==> config.mk <==
export PLATFORM = sky130hd
export DESIGN_NAME = plptr_readout
export DESIGN_NICKNAME = d
export VERILOG_FILES = /design/src/plptr_pkg.sv /design/src/plptr_timing_if.sv /design/src/plptr_readout.sv /design/src/plptr_pulse_timer.sv
export VERILOG_INCLUDE_DIRS = /design/src
export SDC_FILE = /design/constraint.sdc
export NUM_CORES = 1
export LEC_CHECK = 0
export ABC_AREA = 0
export BUFFER_PORTS_ARGS = -buffer_cell sky130_fd_sc_hd__clkbuf_2
export CAP_MARGIN = 10
export CORE_ASPECT_RATIO = 1.5
export CORE_MARGIN = 1.5
export CORE_UTILIZATION = 40
export CTS_CLUSTER_DIAMETER = 40
export DETAILED_ROUTE_END_ITERATION = 12
export PLACE_DENSITY = 0.61
export SYNTH_ARGS = -nofsm -noshare
export SYNTH_HDL_FRONTEND = slang
export SYNTH_SLANG_ARGS = --single-unit
==> constraint.sdc <==
create_clock -name clock -period 7.4 [get_ports clock]
set_input_delay 1.11 -clock clock [delete_from_list [all_inputs] [get_ports clock]]
set_output_delay 1.11 -clock clock [all_outputs]
set_load 0.05 [all_outputs]
==> src/plptr_map.svh <==
// Register offsets, reset values, field positions and timing figures of the LED pulse and readout block
`ifndef PLPTR_MAP_SVH
`define PLPTR_MAP_SVH

`define PLPTR_ADDR_WIDTH 8
`define PLPTR_DATA_WIDTH 8

`define PLPTR_OFS_LED_PULSE_DIVIDER 8'h0D
`define PLPTR_OFS_RECEIVER_SAMPLE_DELAY 8'h0E
`define PLPTR_OFS_PROXIMITY_RESULT_MSB 8'h41
`define PLPTR_OFS_PROXIMITY_RESULT_LSB 8'h42
`define PLPTR_OFS_FILTERED_LIGHT_RESULT_MSB 8'h43
`define PLPTR_OFS_FILTERED_LIGHT_RESULT_LSB 8'h44
`define PLPTR_OFS_UNFILTERED_LIGHT_RESULT_MSB 8'h45
`define PLPTR_OFS_UNFILTERED_LIGHT_RESULT_LSB 8'h46

`define PLPTR_RST_LED_PULSE_DIVIDER 8'h10
`define PLPTR_RST_RECEIVER_SAMPLE_DELAY 8'h05
`define PLPTR_RST_RESULT 16'h0000
`define PLPTR_UNMAPPED_READ 8'h00

// Sample delay code occupies the low five bits
`define PLPTR_DELAY_CODE_MSB 4
`define PLPTR_DELAY_CODE_LSB 0

`define PLPTR_CLK_PERIOD_NS 100
`define PLPTR_REF_FREQ_HZ 4000000
`define PLPTR_DELAY_STEP_NS 125
`define PLPTR_TIME_UNIT_NS 25

`endif

==> src/plptr_pkg.sv <==
// Types shared by the LED pulse and readout block
package plptr_pkg;

   typedef enum logic [1:0]
   {
      PLPTR_STOPPED = 2'b00,
      PLPTR_LIT = 2'b01,
      PLPTR_DARK = 2'b10
   } plptr_led_phase_type;

   typedef enum logic [2:0]
   {
      PLPTR_TINT_150 = 3'b000,
      PLPTR_TINT_300 = 3'b001,
      PLPTR_TINT_600 = 3'b010,
      PLPTR_TINT_1200 = 3'b011,
      PLPTR_TINT_1800 = 3'b100,
      PLPTR_TINT_2400 = 3'b101,
      PLPTR_TINT_3600 = 3'b110,
      PLPTR_TINT_4800 = 3'b111
   } plptr_int_time_type;

endpackage : plptr_pkg

==> src/plptr_timing_if.sv <==
// Settings and pulse timing passed between the register bank and the pulse timer
`timescale 1ns/100ps
interface plptr_timing_if;
   logic [7:0] divider;
   logic [7:0] delay;
   logic led_on;
   logic sample_strobe;
   logic period_start;

   modport ctrl
   (
      output divider,
      output delay,
      input led_on,
      input sample_strobe,
      input period_start
   );

   modport timer
   (
      input divider,
      input delay,
      output led_on,
      output sample_strobe,
      output period_start
   );
endinterface : plptr_timing_if

==> src/plptr_readout.sv <==
// LED pulse timing registers and sensor result registers of the proximity and light readout
// What this block does and what the host must keep to
// RULE1: LED pulse rate is the 4 MHz reference divided by the divider register.
// RULE2: Divider register resets to 0x10, giving 250 KHz, four microsecond period.
// RULE3: Host should keep the pulse rate between 200 KHz and 1 MHz.
// RULE4: Receiver samples a programmable delay after each LED turn-on edge.
// RULE5: Delay code 0 or 1 means none; N from 2 to 31 gives (N-1)x125 ns.
// RULE6: Host keeps the delay code no greater than the divider value.
// RULE7: Sample delay register resets to 0x05, a 500 ns delay.
// RULE8: Proximity result is unsigned, 12 bits at default integration, readable by host.
// RULE9: Proximity result width runs from 11 bits up to 16 bits with integration time.
// RULE10: Each light channel stores a 16-bit unsigned count in its own register.
// RULE11: Light channels enable independently; a disabled channel powers down and converts nothing.
// RULE12: LED is lit half of each period; sampling counts from the lit edge.
`timescale 1ns/100ps
`include "plptr_map.svh"
module plptr_readout
(
   input wire logic clock,
   input wire logic rst_n,
   input wire logic [`PLPTR_ADDR_WIDTH-1:0] reg_addr,
   input wire logic reg_write,
   input wire logic [`PLPTR_DATA_WIDTH-1:0] reg_wdata,
   input wire logic reg_read,
   output logic [`PLPTR_DATA_WIDTH-1:0] reg_rdata,
   input wire logic [2:0] prox_int_time,
   input wire logic [15:0] prox_conv_count,
   input wire logic prox_conv_valid,
   input wire logic filtered_light_enable,
   input wire logic [15:0] filtered_conv_count,
   input wire logic filtered_conv_valid,
   input wire logic unfiltered_light_enable,
   input wire logic [15:0] unfiltered_conv_count,
   input wire logic unfiltered_conv_valid,
   output logic led_drive,
   output logic receiver_sample,
   output logic led_period_start,
   output logic filtered_light_power_down,
   output logic unfiltered_light_power_down
);
   plptr_timing_if tif ();

   logic [7:0] led_pulse_divider;
   logic [7:0] receiver_sample_delay;
   logic [15:0] proximity_result;
   logic [15:0] filtered_light_result;
   logic [15:0] unfiltered_light_result;
   logic [15:0] prox_limit;
   logic [15:0] next_proximity;
   logic [7:0] next_rdata;
   logic divider_write;
   logic delay_write;
   logic filtered_take;
   logic unfiltered_take;

   plptr_pulse_timer u_timer
   (
      .clock(clock),
      .rst_n(rst_n),
      .tif(tif)
   );

   assign tif.divider = led_pulse_divider;
   assign tif.delay = receiver_sample_delay;

   // RULE12 lit half phase
   assign led_drive = tif.led_on;
   // RULE4 sample strobe out
   assign receiver_sample = tif.sample_strobe;
   assign led_period_start = tif.period_start;

   // Writes land only at the two timing offsets; the result offsets stay read-only
   assign divider_write = reg_write && (reg_addr == `PLPTR_OFS_LED_PULSE_DIVIDER);
   assign delay_write = reg_write && (reg_addr == `PLPTR_OFS_RECEIVER_SAMPLE_DELAY);

   // RULE2 divider reset value
   always_ff @(posedge clock or negedge rst_n)
   begin
      if (!rst_n)
      begin
         led_pulse_divider <= `PLPTR_RST_LED_PULSE_DIVIDER;
      end
      else if (divider_write)
      begin
         led_pulse_divider <= reg_wdata;
      end
   end

   // RULE7 delay reset value
   always_ff @(posedge clock or negedge rst_n)
   begin
      if (!rst_n)
      begin
         receiver_sample_delay <= `PLPTR_RST_RECEIVER_SAMPLE_DELAY;
      end
      else if (delay_write)
      begin
         receiver_sample_delay <= reg_wdata;
      end
   end

   // RULE9 width by integration
   always_comb
   begin
      case (plptr_pkg::plptr_int_time_type'(prox_int_time))
         plptr_pkg::PLPTR_TINT_150:
         begin
            prox_limit = 16'h07FF;
         end
         plptr_pkg::PLPTR_TINT_300:
         begin
            prox_limit = 16'h0FFF;
         end
         plptr_pkg::PLPTR_TINT_600:
         begin
            prox_limit = 16'h1FFF;
         end
         plptr_pkg::PLPTR_TINT_1200:
         begin
            prox_limit = 16'h3FFF;
         end
         plptr_pkg::PLPTR_TINT_1800:
         begin
            prox_limit = 16'h7FFF;
         end
         plptr_pkg::PLPTR_TINT_2400:
         begin
            prox_limit = 16'h7FFF;
         end
         plptr_pkg::PLPTR_TINT_3600:
         begin
            prox_limit = 16'hFFFF;
         end
         plptr_pkg::PLPTR_TINT_4800:
         begin
            prox_limit = 16'hFFFF;
         end
         default:
         begin
            prox_limit = 16'h0FFF;
         end
      endcase
   end

   // Saturating rather than truncating keeps a strong reflection reading as near, not wrapped to far
   assign next_proximity = (prox_conv_count > prox_limit) ? prox_limit : prox_conv_count;

   // RULE8 proximity result store
   always_ff @(posedge clock or negedge rst_n)
   begin
      if (!rst_n)
      begin
         proximity_result <= `PLPTR_RST_RESULT;
      end
      else if (prox_conv_valid)
      begin
         proximity_result <= next_proximity;
      end
   end

   // RULE11 power down disabled
   assign filtered_light_power_down = !filtered_light_enable;
   assign unfiltered_light_power_down = !unfiltered_light_enable;

   // RULE11 gated result capture
   // A converter finishing as its channel is switched off must not overwrite the held count
   assign filtered_take = filtered_conv_valid && filtered_light_enable;
   assign unfiltered_take = unfiltered_conv_valid && unfiltered_light_enable;

   // RULE10 filtered count store
   // RULE11 disabled ignores results
   always_ff @(posedge clock or negedge rst_n)
   begin
      if (!rst_n)
      begin
         filtered_light_result <= `PLPTR_RST_RESULT;
      end
      else if (filtered_take)
      begin
         filtered_light_result <= filtered_conv_count;
      end
   end

   // RULE10 unfiltered count store
   // RULE11 disabled ignores results
   always_ff @(posedge clock or negedge rst_n)
   begin
      if (!rst_n)
      begin
         unfiltered_light_result <= `PLPTR_RST_RESULT;
      end
      else if (unfiltered_take)
      begin
         unfiltered_light_result <= unfiltered_conv_count;
      end
   end

   always_comb
   begin
      case (reg_addr)
         `PLPTR_OFS_LED_PULSE_DIVIDER: next_rdata = led_pulse_divider;
         `PLPTR_OFS_RECEIVER_SAMPLE_DELAY: next_rdata = receiver_sample_delay;
         `PLPTR_OFS_PROXIMITY_RESULT_MSB: next_rdata = proximity_result[15:8];
         `PLPTR_OFS_PROXIMITY_RESULT_LSB: next_rdata = proximity_result[7:0];
         `PLPTR_OFS_FILTERED_LIGHT_RESULT_MSB: next_rdata = filtered_light_result[15:8];
         `PLPTR_OFS_FILTERED_LIGHT_RESULT_LSB: next_rdata = filtered_light_result[7:0];
         `PLPTR_OFS_UNFILTERED_LIGHT_RESULT_MSB: next_rdata = unfiltered_light_result[15:8];
         `PLPTR_OFS_UNFILTERED_LIGHT_RESULT_LSB: next_rdata = unfiltered_light_result[7:0];
         default: next_rdata = `PLPTR_UNMAPPED_READ;
      endcase
   end

   // Read data is held between reads so the serial shifter can take it at leisure
   always_ff @(posedge clock or negedge rst_n)
   begin
      if (!rst_n)
      begin
         reg_rdata <= `PLPTR_UNMAPPED_READ;
      end
      else if (reg_read)
      begin
         reg_rdata <= next_rdata;
      end
   end

endmodule : plptr_readout

==> src/plptr_pulse_timer.sv <==
// LED pulse generator and receiver sample strobe timer
`timescale 1ns/100ps
`include "plptr_map.svh"
module plptr_pulse_timer
(
   input wire logic clock,
   input wire logic rst_n,
   plptr_timing_if.timer tif
);
   // Time is tracked in 25 ns units, the common step of the 100 ns clock and the 125 ns delay grain
   localparam int unsigned STEP_UNITS = `PLPTR_CLK_PERIOD_NS / `PLPTR_TIME_UNIT_NS;
   localparam int unsigned REF_PERIOD_NS = 1000000000 / `PLPTR_REF_FREQ_HZ;
   localparam int unsigned REF_UNITS = REF_PERIOD_NS / `PLPTR_TIME_UNIT_NS;
   localparam int unsigned DELAY_UNITS = `PLPTR_DELAY_STEP_NS / `PLPTR_TIME_UNIT_NS;

   plptr_pkg::plptr_led_phase_type state;
   plptr_pkg::plptr_led_phase_type next_state;
   logic [11:0] phase;
   logic [11:0] next_phase;
   logic [11:0] period_units;
   logic [11:0] half_units;
   logic [11:0] delay_units;
   logic [12:0] sum;
   logic [11:0] remainder;
   logic wrap;
   logic new_period;
   logic sampled;
   logic take;
   logic [4:0] delay_code;

   // RULE1 divided reference
   assign period_units = 12'(int'(tif.divider) * REF_UNITS);
   // RULE12 half lit
   assign half_units = {1'b0, period_units[11:1]};
   assign delay_code = tif.delay[`PLPTR_DELAY_CODE_MSB:`PLPTR_DELAY_CODE_LSB];

   // RULE5 delay encoding
   always_comb
   begin
      if (delay_code > 5'h01)
      begin
         delay_units = 12'((int'(delay_code) - 1) * DELAY_UNITS);
      end
      else
      begin
         delay_units = 12'h000;
      end
   end

   always_comb
   begin
      sum = {1'b0, phase} + 13'(STEP_UNITS);
      wrap = (state != plptr_pkg::PLPTR_STOPPED) && (sum >= {1'b0, period_units});
      remainder = 12'(sum - {1'b0, period_units});
      if (wrap)
      begin
         // A divider shrunk mid-period can leave the carry past the lit half; restart so each period opens lit
         if (remainder >= half_units)
         begin
            next_phase = 12'h000;
         end
         else
         begin
            next_phase = remainder;
         end
      end
      else
      begin
         next_phase = sum[11:0];
      end
   end

   always_comb
   begin
      next_state = state;
      case (state)
         plptr_pkg::PLPTR_STOPPED:
         begin
            if (tif.divider != 8'h00)
            begin
               next_state = plptr_pkg::PLPTR_LIT;
            end
         end
         plptr_pkg::PLPTR_LIT, plptr_pkg::PLPTR_DARK:
         begin
            if (tif.divider == 8'h00)
            begin
               next_state = plptr_pkg::PLPTR_STOPPED;
            end
            else if (next_phase < half_units)
            begin
               next_state = plptr_pkg::PLPTR_LIT;
            end
            else
            begin
               next_state = plptr_pkg::PLPTR_DARK;
            end
         end
         default:
         begin
            next_state = plptr_pkg::PLPTR_STOPPED;
         end
      endcase
   end

   assign new_period = (next_state != plptr_pkg::PLPTR_STOPPED) && (wrap || state == plptr_pkg::PLPTR_STOPPED);

   always_ff @(posedge clock or negedge rst_n)
   begin
      if (!rst_n)
      begin
         state <= plptr_pkg::PLPTR_STOPPED;
      end
      else
      begin
         state <= next_state;
      end
   end

   always_ff @(posedge clock or negedge rst_n)
   begin
      if (!rst_n)
      begin
         phase <= 12'h000;
      end
      else if (state == plptr_pkg::PLPTR_STOPPED || next_state == plptr_pkg::PLPTR_STOPPED)
      begin
         phase <= 12'h000;
      end
      else
      begin
         phase <= next_phase;
      end
   end

   always_ff @(posedge clock or negedge rst_n)
   begin
      if (!rst_n)
      begin
         tif.period_start <= 1'b0;
      end
      else
      begin
         tif.period_start <= new_period;
      end
   end

   // RULE4 sample after edge
   // A delay longer than the lit phase yields no sample in that period
   // The period start cycle discards the last period's sample, so a zero delay samples on the lit edge itself
   assign take = (state == plptr_pkg::PLPTR_LIT) && (!sampled || tif.period_start) && (phase >= delay_units);

   always_ff @(posedge clock or negedge rst_n)
   begin
      if (!rst_n)
      begin
         sampled <= 1'b0;
      end
      else if (state == plptr_pkg::PLPTR_STOPPED || tif.period_start)
      begin
         sampled <= take;
      end
      else if (take)
      begin
         sampled <= 1'b1;
      end
   end

   always_ff @(posedge clock or negedge rst_n)
   begin
      if (!rst_n)
      begin
         tif.sample_strobe <= 1'b0;
      end
      else
      begin
         tif.sample_strobe <= take;
      end
   end

   assign tif.led_on = (state == plptr_pkg::PLPTR_LIT);

endmodule : plptr_pulse_timer

==> metrics.md, run 1 <==
| Metric | Value |
|---|---|
| Wire per inst | `17.6 um` |
| Core Util, Final | `46.9%` |
| GRT overflow | `0` |
| CTS tree | `built` |
| Root buf cell | `clkbuf_16` |
| Antenna Nets Post-Route | `0` |
| DRT Pass-1 Iters | `5` |
| Final Wtd Congestion | `0.848` |
| Post-layout minimum cycle time | `5960 ps` |
| Global-route wire length before repair | `26300 um` |
| Row count | `56` |
| Hold Vio Cnt, Final | `0` |
| Clock Skew | `7.38 ps` |
| Yosys cell types | `60` |
| Clk buf depth | `2` |
| MaxCap Viol Count | `0` |
| Die Ht | `157 um` |
| Worst-Margin Slew | `1050 ps` |
| EDFF count, synth | `0` |
| Worst hold stages | `1` |
| Reg2reg setup slack | `1440 ps` |
| Hold Buf Count CTS | `0` |
| Dpl ws | `1440 ps` |
| Highest clock rate | `168 MHz` |
| RSZ-0062 raised after global routing | `no` |
| Die W | `105 um` |
| DR vias | `5112` |
| Fin crit share | `80.6%` |
| Syn_nets | `804` |
| DR iter-0 viols | `274` |
| Yosys top cell area share | `34.2%` |
| Die Area | `0.0165 sq mm` |
| Max rail drop VDD | `0.150 mV` |
| TritonCTS Buffers | `9` |
| Critical path required time | `7620 ps` |
| Worst Hold End | `u_timer.sampled$_DFFE_PN0P_` |
| Status | `finished, final reports clean` |
| Synthesized area per cell | `9.73 sq um` |
| Worst skew pair latency | `350 ps` |
| Placed cells | `927` |
| Routed WL | `16600 um` |
| R2R Path End | `u_timer.state[0]$_DFF_PN0_` |
| CTS H-tree depth | `3` |
| Vias in the first global route | `5209` |
| Post-cts gate resize count | `0` |
| Top cells by area, synth | `dfrtp_1 (34%), ha_1 (16%), mux2_2 (8.8%)` |
| Register bit total from synthesis | `89` |
| Syn Std Cell Area | `0.00629 sq mm` |
| Post-synthesis sequential area ratio | `35.5%` |
| ANT cells | `0` |
| IO Pins | `89` |
| Worst r2r src | `led_pulse_divider[1]$_DFFE_PN0P_` |
| Power Dens Cells | `248 mW/mm^2` |
| Main flop type after synthesis | `dfrtp_1` |
| Core area | `0.0155 sq mm` |
| Area grow syn2layout | `15.4%` |
| Reg2Reg Depth | `24` |
| Setup_tns | `0 ps` |
| Initial Util | `40.6%` |
| Synthesis Warnings | `0` |
| Async SR Flop Fraction | `100%` |
| Final non-filler cell total | `943` |
| Min-delay src | `u_timer.tif.period_start$_DFF_PN0_` |
| Most area-hungry cell type in the Yosys netlist | `dfrtp_1` |
| Slew margin rel. | `29.5%` |
| Initial antenna violation count | `0` |
| Kind of start point of the critical path | `register` |
| PortBufs | `88` |
| Tot GR Track Use | `20.6%` |
| Vias/cell | `5.42` |
| Crit path DAT | `6190 ps` |
| CP Launch Point | `led_pulse_divider[1]$_DFFE_PN0P_` |
| Hold WC Path Type | `reg -> reg` |
| Worst Path Max Fanout | `6` |
| Clock-pin transition on the worst setup and hold timing paths | `70 ps` |
| Max Slew Vio Count | `0` |
| P_leak | `3.48 nW` |
| CTS sink count | `89` |
| Detail Placement HPWL | `13500 um` |
| # setup viols final | `0` |
| Final setup margin | `1440 ps` |
| Largest net degree at the start of global routing | `47` |
| Crit path capture type | `register` |
| Drt drc | `0` |
| Setup bufs post-CTS | `0` |
| Layout Nets | `892` |
| Layout cell share with drive strength beyond 1 | `23.0%` |
| Synth Instances | `647` |
| Critical path class | `reg -> reg` |
[critical path, stage by stage, from the launching register on]
cell	delay, ps
dfrtp_1	450
ha_1	320
ha_1	240
fa_1	420
a21o_1	190
a21oi_1	240
o21bai_1	90
a21oi_1	180
xor2_1	360
ha_1	400
xnor2_1	200
ha_1	310
nand3_1	100
o21ai_0	170
a21o_1	200
nor3_1	70
a22o_1	230
a2111oi_4	490
nor2_1	100
ha_1	290
o21ai_0	60
a211oi_1	290
nand3_1	140
o211ai_2	210
o32ai_2	100
[layer usage]
layer | wire length, um | track usage (%) | up-vias | share of wire [%]
met5 | 0 | 0 | - | 0
met4 | 345 | 6.20 | 0 | 2.1
met3 | 675 | 3.42 | 20 | 4.1
met2 | 9270 | 40.6 | 120 | 56
met1 | 6270 | 22.1 | 2438 | 38
li1 | - | - | 2534 | -
[registers in the layout (all words and copies together), names as in the netlist]
| register | cells |
|---|---|
| u_timer.state | 2 |
| reg_rdata | 8 |
| proximity_result | 16 |
| u_timer.tif.sample_strobe | 1 |
| u_timer.sampled | 1 |
| unfiltered_light_result | 16 |
| u_timer.tif.period_start | 1 |
| receiver_sample_delay | 8 |
| led_pulse_divider | 8 |
| filtered_light_result | 16 |
| u_timer.phase | 12 |
[cells in the final DEF (no fill, tap or decap), types with 3 or more instances in the layout]
master	netlist	final
or3_1	4	4
a22oi_1	6	6
clkbuf_2	0	87
a41oi_1	7	7
mux2_2	49	49
o211ai_1	4	4
o21bai_1	3	3
a21boi_0	3	3
a222oi_1	7	7
xnor2_1	12	12
buf_4	0	3
nand2b_1	9	9
nor2b_1	10	10
dfrtp_1	86	86
xor2_1	12	12
a31oi_1	4	4
nand3_1	12	12
nand4_1	8	8
nand2_1	50	50
nor4_1	4	4
ha_1	78	78
a21o_1	14	14
dfstp_2	3	3
fa_1	3	3
clkbuf_16	0	9
nor3_1	12	12
o21a_1	4	4
a21oi_1	53	53
o21ai_0	24	24
nor2_1	68	68
inv_1	39	39
a221oi_1	3	3
a211oi_1	3	3
mux2i_1	10	10
a22o_1	3	3
[worst max path at each step]
| stage | end | slack (ps) | cells past startpoint |
|---|---|---|---|
| finish | u_timer.state[0]$_DFF_PN0_ | 1440 | 24 |
| global route | u_timer.state[0]$_DFF_PN0_ | 890 | 25 |
| CTS | u_timer.state[0]$_DFF_PN0_ | 1440 | 25 |
| detailed placement | u_timer.state[0]$_DFF_PN0_ | 1440 | 25 |
| global placement | u_timer.state[0]$_DFF_PN0_ | 1570 | 24 |
| floorplan | u_timer.state[0]$_DFF_PN0_ | 2070 | 25 |
[where the power goes]
| part | internal (W) | total [W] | switching (W) |
|---|---|---|---|
| Clock | 0.000241 | 0.000469 | 0.000228 |
| Combinational | 0.000309 | 0.000751 | 0.000442 |
| Sequential | 0.000544 | 0.000583 | 0.0000396 |
| Total | 0.00109 | 0.00180 | 0.000709 |
[synth_stat cells (6+ instances only)]
master	count
o21ai_0	24
nand3_1	12
a21oi_1	53
a222oi_1	7
nand4_1	8
a22oi_1	6
clkbuf_1	11
nand2_1	50
inv_1	39
xor2_1	12
xnor2_1	12
mux2_2	49
nor2_1	68
a41oi_1	7
mux2i_1	10
dfrtp_1	86
nand2b_1	9
nor2b_1	10
a21o_1	14
nor3_1	12
ha_1	78
[layout make-up]
type	instances	area, sq um
clock buffers	9	225
clock inverters	7	81.3
fillers	1509	8220
inverters	39	146
multi-input cells	506	3860
flip-flops and latches	89	2230
well taps	203	254
repair buffers	90	458
[per-stage QoR]
stage	power, W	hold WS, ps	area (sq um)
after floorplan	0.00115	474	6290
after global placement	0.00131	476	6950
after detailed placement	0.00134	494	6950
after CTS	0.00182	509	7260
after global routing	0.00194	519	7260
final	0.00180	502	7260
[logic make-up after synthesis]
| family | synth area share, % |
|---|---|
| AOI/OAI and AO/OA | 16.9 |
| xor gates and xnor gates | 3.78 |
| adders and majority gates | 16.5 |
| buffers and inverters | 3.12 |
| DFF | 35.5 |
| muxes | 10.4 |
| and+or+nand+nor | 13.9 |
(Power assumes the default switching activity.)
==> run 2, diff against run 1 <==
==> constraint.sdc (replaced) <==
create_clock -name clock -period 5.9 [get_ports clock]
set_input_delay 0.885 -clock clock [delete_from_list [all_inputs] [get_ports clock]]
set_output_delay 0.885 -clock clock [all_outputs]
set_load 0.05 [all_outputs]
==> run 2 against run 1 <==
  * Via count is 2.8% higher
  * Sequential power is 25% higher
  * Die area stayed put
  * Design area is 2.4% higher
  * Critical endpoint is now u_timer.state[1]$_DFF_PN0_
  * Highest routed layer unchanged
==> metrics.md, run 2 (same netlist as run 1, synthesis figures left out) <==
| Metric | Value |
|---|---|
| Core Util, Final | `48.0%` |
| Highest clock rate | `177 MHz` |
| Setup_tns | `0 ps` |
| CTS tree | `built` |
| Die Area | `0.0165 sq mm` |
| Final Wtd Congestion | `0.847` |
| IO Pins | `89` |
| P_leak | `3.57 nW` |
| # setup viols final | `0` |
| Status | `finished, final reports clean` |
| Flop pwr share | `31.2%` |
| Initial Util | `40.6%` |
| Tot GR Track Use | `20.4%` |
| Dpl ws | `84.8 ps` |
| Internal | `0.00145 W` |
| Crit path DAT | `5910 ps` |
| CTS H-tree depth | `3` |
| DRT Pass-1 Iters | `6` |
| Largest net degree at the start of global routing | `47` |
| Clock Skew | `9.10 ps` |
| Drt drc | `0` |
| Placed cells | `934` |
| TritonCTS Buffers | `9` |
| Max incr delay on CP | `570 ps` |
| Crit-path most repeated cell | `a21o_1` |
| Fin crit share | `95.9%` |
| Max Slew Vio Count | `0` |
| Area grow syn2layout | `18.2%` |
| Die W | `105 um` |
| PortBufs | `88` |
| Final non-filler cell total | `957` |
| DR iter-0 viols | `217` |
| Highest-delay cell along the critical path | `dfstp_2` |
| Power Dens Cells | `316 mW/mm^2` |
| Initial antenna violation count | `0` |
| ANT cells | `0` |
| Critical path's top delay family | `compound AO/OA/AOI/OAI gates` |
| Layout Nets | `906` |
| Clock-pin transition on the worst setup and hold timing paths | `80 ps` |
| CTS sink count | `89` |
| Crit path capture type | `register` |
| Final setup margin | `243 ps` |
| Hold Buf Count CTS | `0` |
| Clock power share | `26.8%` |
| Most frequent cells in the layout | `clkbuf_2 (87), dfrtp_1 (85), ha_1 (76)` |
| Critical path required time | `6150 ps` |
| Post-layout minimum cycle time | `5660 ps` |
| Clk buf depth | `2` |
| Vias/cell | `5.49` |
| Antenna Nets Post-Route | `0` |
| Fill cell count | `1469` |
| Kind of start point of the critical path | `register` |
| Hold Vio Cnt, Final | `0` |
| Vias in the first global route | `5271` |
| Critical path class | `reg -> reg` |
| Max rail drop VDD | `0.186 mV` |
| Area post-placement | `0.00701 sq mm` |
| Layout cell share with drive strength beyond 1 | `26.1%` |
| Root buf cell | `clkbuf_16` |
| Sw Share | `38.4%` |
| MaxCap Viol Count | `0` |
| Hold WC Path Type | `reg -> reg` |
| Worst Path Buf+Inv | `0` |
| Most common library cell in the layout ignoring fill and taps | `clkbuf_2` |
| Detail Placement HPWL | `13600 um` |
| Design area | `0.00744 sq mm` |
| Wire per inst | `17.4 um` |
| GRT overflow | `0` |
| DR vias | `5253` |
| Row count | `56` |
| Routed WL | `16700 um` |
| Largest registers | `filtered_light_result (16), proximity_result (16), unfiltered_light_result (16)` |
| Worst skew pair latency | `360 ps` |
| Combinational share of power | `42.0%` |
| Global-route wire length before repair | `26100 um` |
| Slew margin rel. | `48.7%` |
| Net switching power | `0.000902 W` |
| Core area | `0.0155 sq mm` |
| Die Ht | `157 um` |
| Worst-Margin Slew | `763 ps` |
| Worst Path Max Fanout | `7` |
==> run 2: routing by layer <==
| layer | global-route usage [%] | vias to the layer above | wire (um) |
|---|---|---|---|
| li1 | - | 2555 | - |
| met1 | 21.2 | 2541 | 6300 |
| met2 | 40.5 | 131 | 9360 |
| met3 | 3.29 | 26 | 620 |
| met4 | 7.37 | 0 | 406 |
| met5 | 0 | - | 0 |
==> run 2: cell type report <==
type,count,area (sq um),share of cell area [%]
multi-input cells,506,3920,52.8
inverters,39,146,1.97
flip-flops and latches,89,2230,30.0
repair buffers,104,561,7.54
clock buffers,9,225,3.03
well taps,203,254,3.41
clock inverters,7,96.3,1.30
==> run 2: power groups by stage <==
stage	Clock (W)	Sequential [W]	Combinational, W
3_5_place_dp	0	0.000743	0.000949
4_1_cts	0.000636	0.000731	0.000953
2_1_floorplan	0	0.000760	0.000678
5_1_grt	0.000657	0.000739	0.00110
6_report	0.000629	0.000731	0.000987
3_3_place_gp	0	0.000739	0.000912
==> run 2: worst paths after layout <==
check                                              startpoint                                to  slack [ps]  cells past startpoint
hold reg to reg            u_timer.tif.period_start$_DFF_PN0_       u_timer.sampled$_DFFE_PN0P_         500                      1
hold / removal             u_timer.tif.period_start$_DFF_PN0_       u_timer.sampled$_DFFE_PN0P_         500                      1
max in group asynchronous                               rst_n  led_pulse_divider[3]$_DFFE_PN0P_        4360                      2
setup / recovery             led_pulse_divider[4]$_DFFE_PN1P_        u_timer.state[1]$_DFF_PN0_         240                     26
min in group asynchronous                               rst_n        u_timer.phase[9]$_DFF_PN0_         530                      1
setup reg to reg             led_pulse_divider[4]$_DFFE_PN1P_        u_timer.state[1]$_DFF_PN0_         240                     26
==> run 2: timing repair <==
item	CTS	global route
resized for setup	0	14
endpoints found under the setup margin	0	2
setup buffers	0	6
==> run 2: through the flow <==
stage | hold WS (ps) | power (W)
after detailed placement | 490 | 0.00169
after global routing | 522 | 0.00250
final | 500 | 0.00235
after floorplan | 474 | 0.00144
after global placement | 472 | 0.00165
after CTS | 503 | 0.00232
==> run 2: worst register-to-register path, stage by stage, from the launching register on <==
cell	delay, ps
dfstp_2	570
ha_1	280
ha_1	330
a21o_1	170
a21oi_1	170
xor2_1	210
ha_1	330
a21o_1	210
a21oi_1	230
nand2_2	120
xor2_2	170
ha_1	290
a21o_1	160
a21oi_1	120
o21ai_0	90
a21o_1	220
nor3_4	320
nand2_1	130
nand2_1	80
ha_1	240
a21o_1	160
a21o_1	170
a21oi_1	140
o21ai_0	90
a21oi_1	220
o211ai_2	140
a21o_1	200
==> run 3, diff against run 2 <==
--- a/config.mk
+++ b/config.mk
@@ -14,7 +14,7 @@
 export CORE_UTILIZATION = 40
 export CTS_CLUSTER_DIAMETER = 40
 export DETAILED_ROUTE_END_ITERATION = 12
-export PLACE_DENSITY = 0.61
 export SYNTH_ARGS = -nofsm -noshare
 export SYNTH_HDL_FRONTEND = slang
+export SYNTH_HIERARCHICAL = 1
 export SYNTH_SLANG_ARGS = --single-unit
==> constraint.sdc (replaced) <==
create_clock -name clock -period 6.7 [get_ports clock]
set_input_delay 1.005 -clock clock [delete_from_list [all_inputs] [get_ports clock]]
set_output_delay 1.005 -clock clock [all_outputs]
set_load 0.05 [all_outputs]
==> run 3 against run 2 <==
  * Non-clock buffer count down 13
  * Die area rose by 4.7%
  * Clock power is 18% lower
  * Flip-flop and latch count stayed put
  * Routed wire length rose by 13%
  * Critical path depth grew 2
  * Register-to-register slack gained 320 ps
  * Via count is 4.7% higher
  * First-iteration DRC count is 9.2% lower
  * Sequential share of layout area fell by 0.38 points
  * Clock-buffer cell count is the same
  * Global-route usage up 2.2 points
  * Critical path type unchanged
  * Highest routed layer unchanged
==> metrics.md, run 3 <==
| Metric | Value |
|---|---|
| Status | `finished, final reports clean` |
| Drt drc | `0` |
| PortBufs | `88` |
| Layout Nets | `902` |
| Synthesized area per cell | `9.93 sq um` |
| CTS H-tree depth | `3` |
| Critical path required time | `6960 ps` |
| Crit path capture type | `register` |
| Count leader, synth | `dfrtp_1` |
| Internal | `0.00120 W` |
| EDFF count, synth | `0` |
| Clock Skew | `13.0 ps` |
| Fill cell count | `1551` |
| TritonCTS Buffers | `9` |
| Synthesis Warnings | `6` |
| Highest clock rate | `163 MHz` |
| Most area-hungry cell type in the Yosys netlist | `dfrtp_1` |
| Final Wtd Congestion | `0.879` |
| Crit path DAT | `6400 ps` |
| Max rail drop VDD | `0.117 mV` |
| Largest registers | `filtered_light_result (16), proximity_result (16), unfiltered_light_result (16)` |
| Initial Util | `40.7%` |
| Most common library cell in the layout ignoring fill and taps | `clkbuf_2` |
| MaxCap Viol Count | `0` |
| # setup viols final | `0` |
| Top cells by area, synth | `dfrtp_1 (33%), ha_1 (14%), mux2_2 (8.0%)` |
| Register bit total from synthesis | `89` |
| DR iter-0 viols | `197` |
| Worst skew pair latency | `350 ps` |
| R2R Path End | `u_timer/state[0]$_DFF_PN0_` |
| Area post-placement | `0.00722 sq mm` |
| Sw Share | `38.8%` |
| Most frequent cells in the layout | `clkbuf_2 (87), dfrtp_1 (86), ha_1 (76)` |
| Power Dens Cells | `260 mW/mm^2` |
| GRT overflow | `0` |
| Crit-path most repeated cell | `ha_1` |
| Post-cts gate resize count | `0` |
| Hold Buf Count CTS | `0` |
| Global-route wire length before repair | `29800 um` |
| DR vias | `5501` |
| CTS tree | `built` |
| Design area | `0.00753 sq mm` |
| Die Ht | `160 um` |
| Combinational share of power | `41.0%` |
| Worst r2r src | `led_pulse_divider[1]$_DFFE_PN0P_` |
| Yosys top cell area share | `32.6%` |
| Clk buf depth | `2` |
| Initial antenna violation count | `0` |
| Root buf cell | `clkbuf_16` |
| RSZ-0062 raised after global routing | `no` |
| Synth Instances | `664` |
| Clock power share | `26.2%` |
| Post-layout minimum cycle time | `6140 ps` |
| Flop pwr share | `32.8%` |
| Die Area | `0.0173 sq mm` |
| Largest net degree at the start of global routing | `85` |
| Worst Path Max Fanout | `9` |
| Setup_tns | `0 ps` |
| Reg2Reg Depth | `28` |
| Core area | `0.0162 sq mm` |
| Syn Std Cell Area | `0.00660 sq mm` |
| Net switching power | `0.000757 W` |
| Setup bufs post-CTS | `0` |
| CP Launch Point | `led_pulse_divider[1]$_DFFE_PN0P_` |
| DRT Pass-1 Iters | `7` |
| P_leak | `3.51 nW` |
| Row count | `57` |
| Wire per inst | `19.7 um` |
| Worst-Margin Slew | `1180 ps` |
| Tot GR Track Use | `22.6%` |
| Kind of start point of the critical path | `register` |
| Fin crit share | `91.6%` |
| Antenna Nets Post-Route | `0` |
| CTS sink count | `89` |
| Area grow syn2layout | `14.1%` |
| Die W | `108 um` |
| Routed WL | `18900 um` |
| Async SR Flop Fraction | `100%` |
| IO Pins | `89` |
| Synth top cells by count | `dfrtp_1 (86), ha_1 (76), nand2_1 (58)` |
| Reg2reg setup slack | `560 ps` |
| Main flop type after synthesis | `dfrtp_1` |
| Post-synthesis sequential area ratio | `33.8%` |
| Layout cell share with drive strength beyond 1 | `24.7%` |
| Syn_nets | `819` |
| Vias/cell | `5.74` |
| Hold Vio Cnt, Final | `0` |
| Clock-pin transition on the worst setup and hold timing paths | `70 ps` |
| Slew margin rel. | `20.9%` |
| ANT cells | `0` |
| Critical path class | `reg -> reg` |
| Max incr delay on CP | `460 ps` |
| Hold WC Path Type | `in -> async` |
| Highest-delay cell along the critical path | `dfrtp_1` |
| Yosys cell types | `72` |
| Vias in the first global route | `5910` |
| Detail Placement HPWL | `15500 um` |
| Max Slew Vio Count | `0` |
==> run 3: cell count changes after synthesis, moves of 11 or more <==
| cell | previous run | this run |
|---|---|---|
| a22o_1 | 3 | 20 |
| a32oi_1 | 0 | 11 |
| a21oi_1 | 53 | 34 |
| nor2_1 | 68 | 32 |
==> run 3: power by group through the flow <==
| stage | combinational, W | clock [W] | sequential (W) |
|---|---|---|---|
| 5_1_grt | 0.000895 | 0.000543 | 0.000648 |
| 2_1_floorplan | 0.000588 | 0 | 0.000654 |
| 3_5_place_dp | 0.000795 | 0 | 0.000652 |
| 6_report | 0.000801 | 0.000513 | 0.000641 |
| 3_3_place_gp | 0.000785 | 0 | 0.000649 |
| 4_1_cts | 0.000801 | 0.000528 | 0.000642 |
==> run 3: logic make-up (layout without fill, tap and decap cells) <==
group,Yosys count,in the layout,share of synthesized area [%]
multiplexers,52,52,9.01
XOR/XNOR,27,27,3.59
AO/OA/AOI/OAI,168,168,18.9
buffers and inverters,58,146,3.77
adder cells (fa/ha/maj),79,79,15.3
AND/OR/NAND/NOR,191,191,15.5
flip-flops,89,89,33.8
==> run 3: worst max-delay path, delay by kind of cell (launching register included) <==
| family | cells | cell delay (ps) |
|---|---|---|
| AO/OA/AOI/OAI | 12 | 2200 |
| adder cells (fa/ha/maj) | 6 | 1900 |
| AND/OR/NAND/NOR | 7 | 650 |
| XOR/XNOR | 2 | 540 |
| flip-flops | 1 | 460 |
| multiplexers | 1 | 260 |
==> run 3: per-layer routing <==
layer	global-route usage (%)	vias to the layer above	share of wire, %
met2	44.8	120	58
met5	0	-	0
met4	12.1	0	4.3
li1	-	2644	-
met3	3.22	42	2.8
met1	21.6	2695	35
==> run 3: cell type report <==
cell class	count	area (sq um)	area share, %
multi-input combinational	517	4120	54.7
sequential	89	2230	29.6
timing repair buffer	91	465	6.18
tap	206	258	3.42
clock buffer	9	225	2.99
inverter	39	146	1.94
clock inverter	7	81.3	1.08
==> run 3: how the worst max path moves through the flow <==
stage / endpoint / slack (ps) / cells after the start
finish: u_timer/state[0]$_DFF_PN0_ / 560 / 28
global route: u_timer/state[0]$_DFF_PN0_ / 80 / 28
CTS: u_timer/state[0]$_DFF_PN0_ / 570 / 28
detailed placement: u_timer/state[0]$_DFF_PN0_ / 630 / 28
global placement: u_timer/state[0]$_DFF_PN0_ / 750 / 27
floorplan: u_timer/state[0]$_DFF_PN0_ / 1290 / 28
==> run 3: per-stage QoR <==
stage | total power (W) | setup WS [ps] | instances | util (%) | hold WS, ps
finish | 0.00195 | 562 | 958 | 46.5 | 452
global route | 0.00209 | 80.2 | 958 | 46.5 | 444
CTS | 0.00197 | 574 | 958 | 46.5 | 437
detailed placement | 0.00145 | 634 | 942 | 44.6 | 494
floorplan | 0.00124 | 1290 | 664 | - | 478
global placement | 0.00143 | 752 | 942 | 44.6 | 490
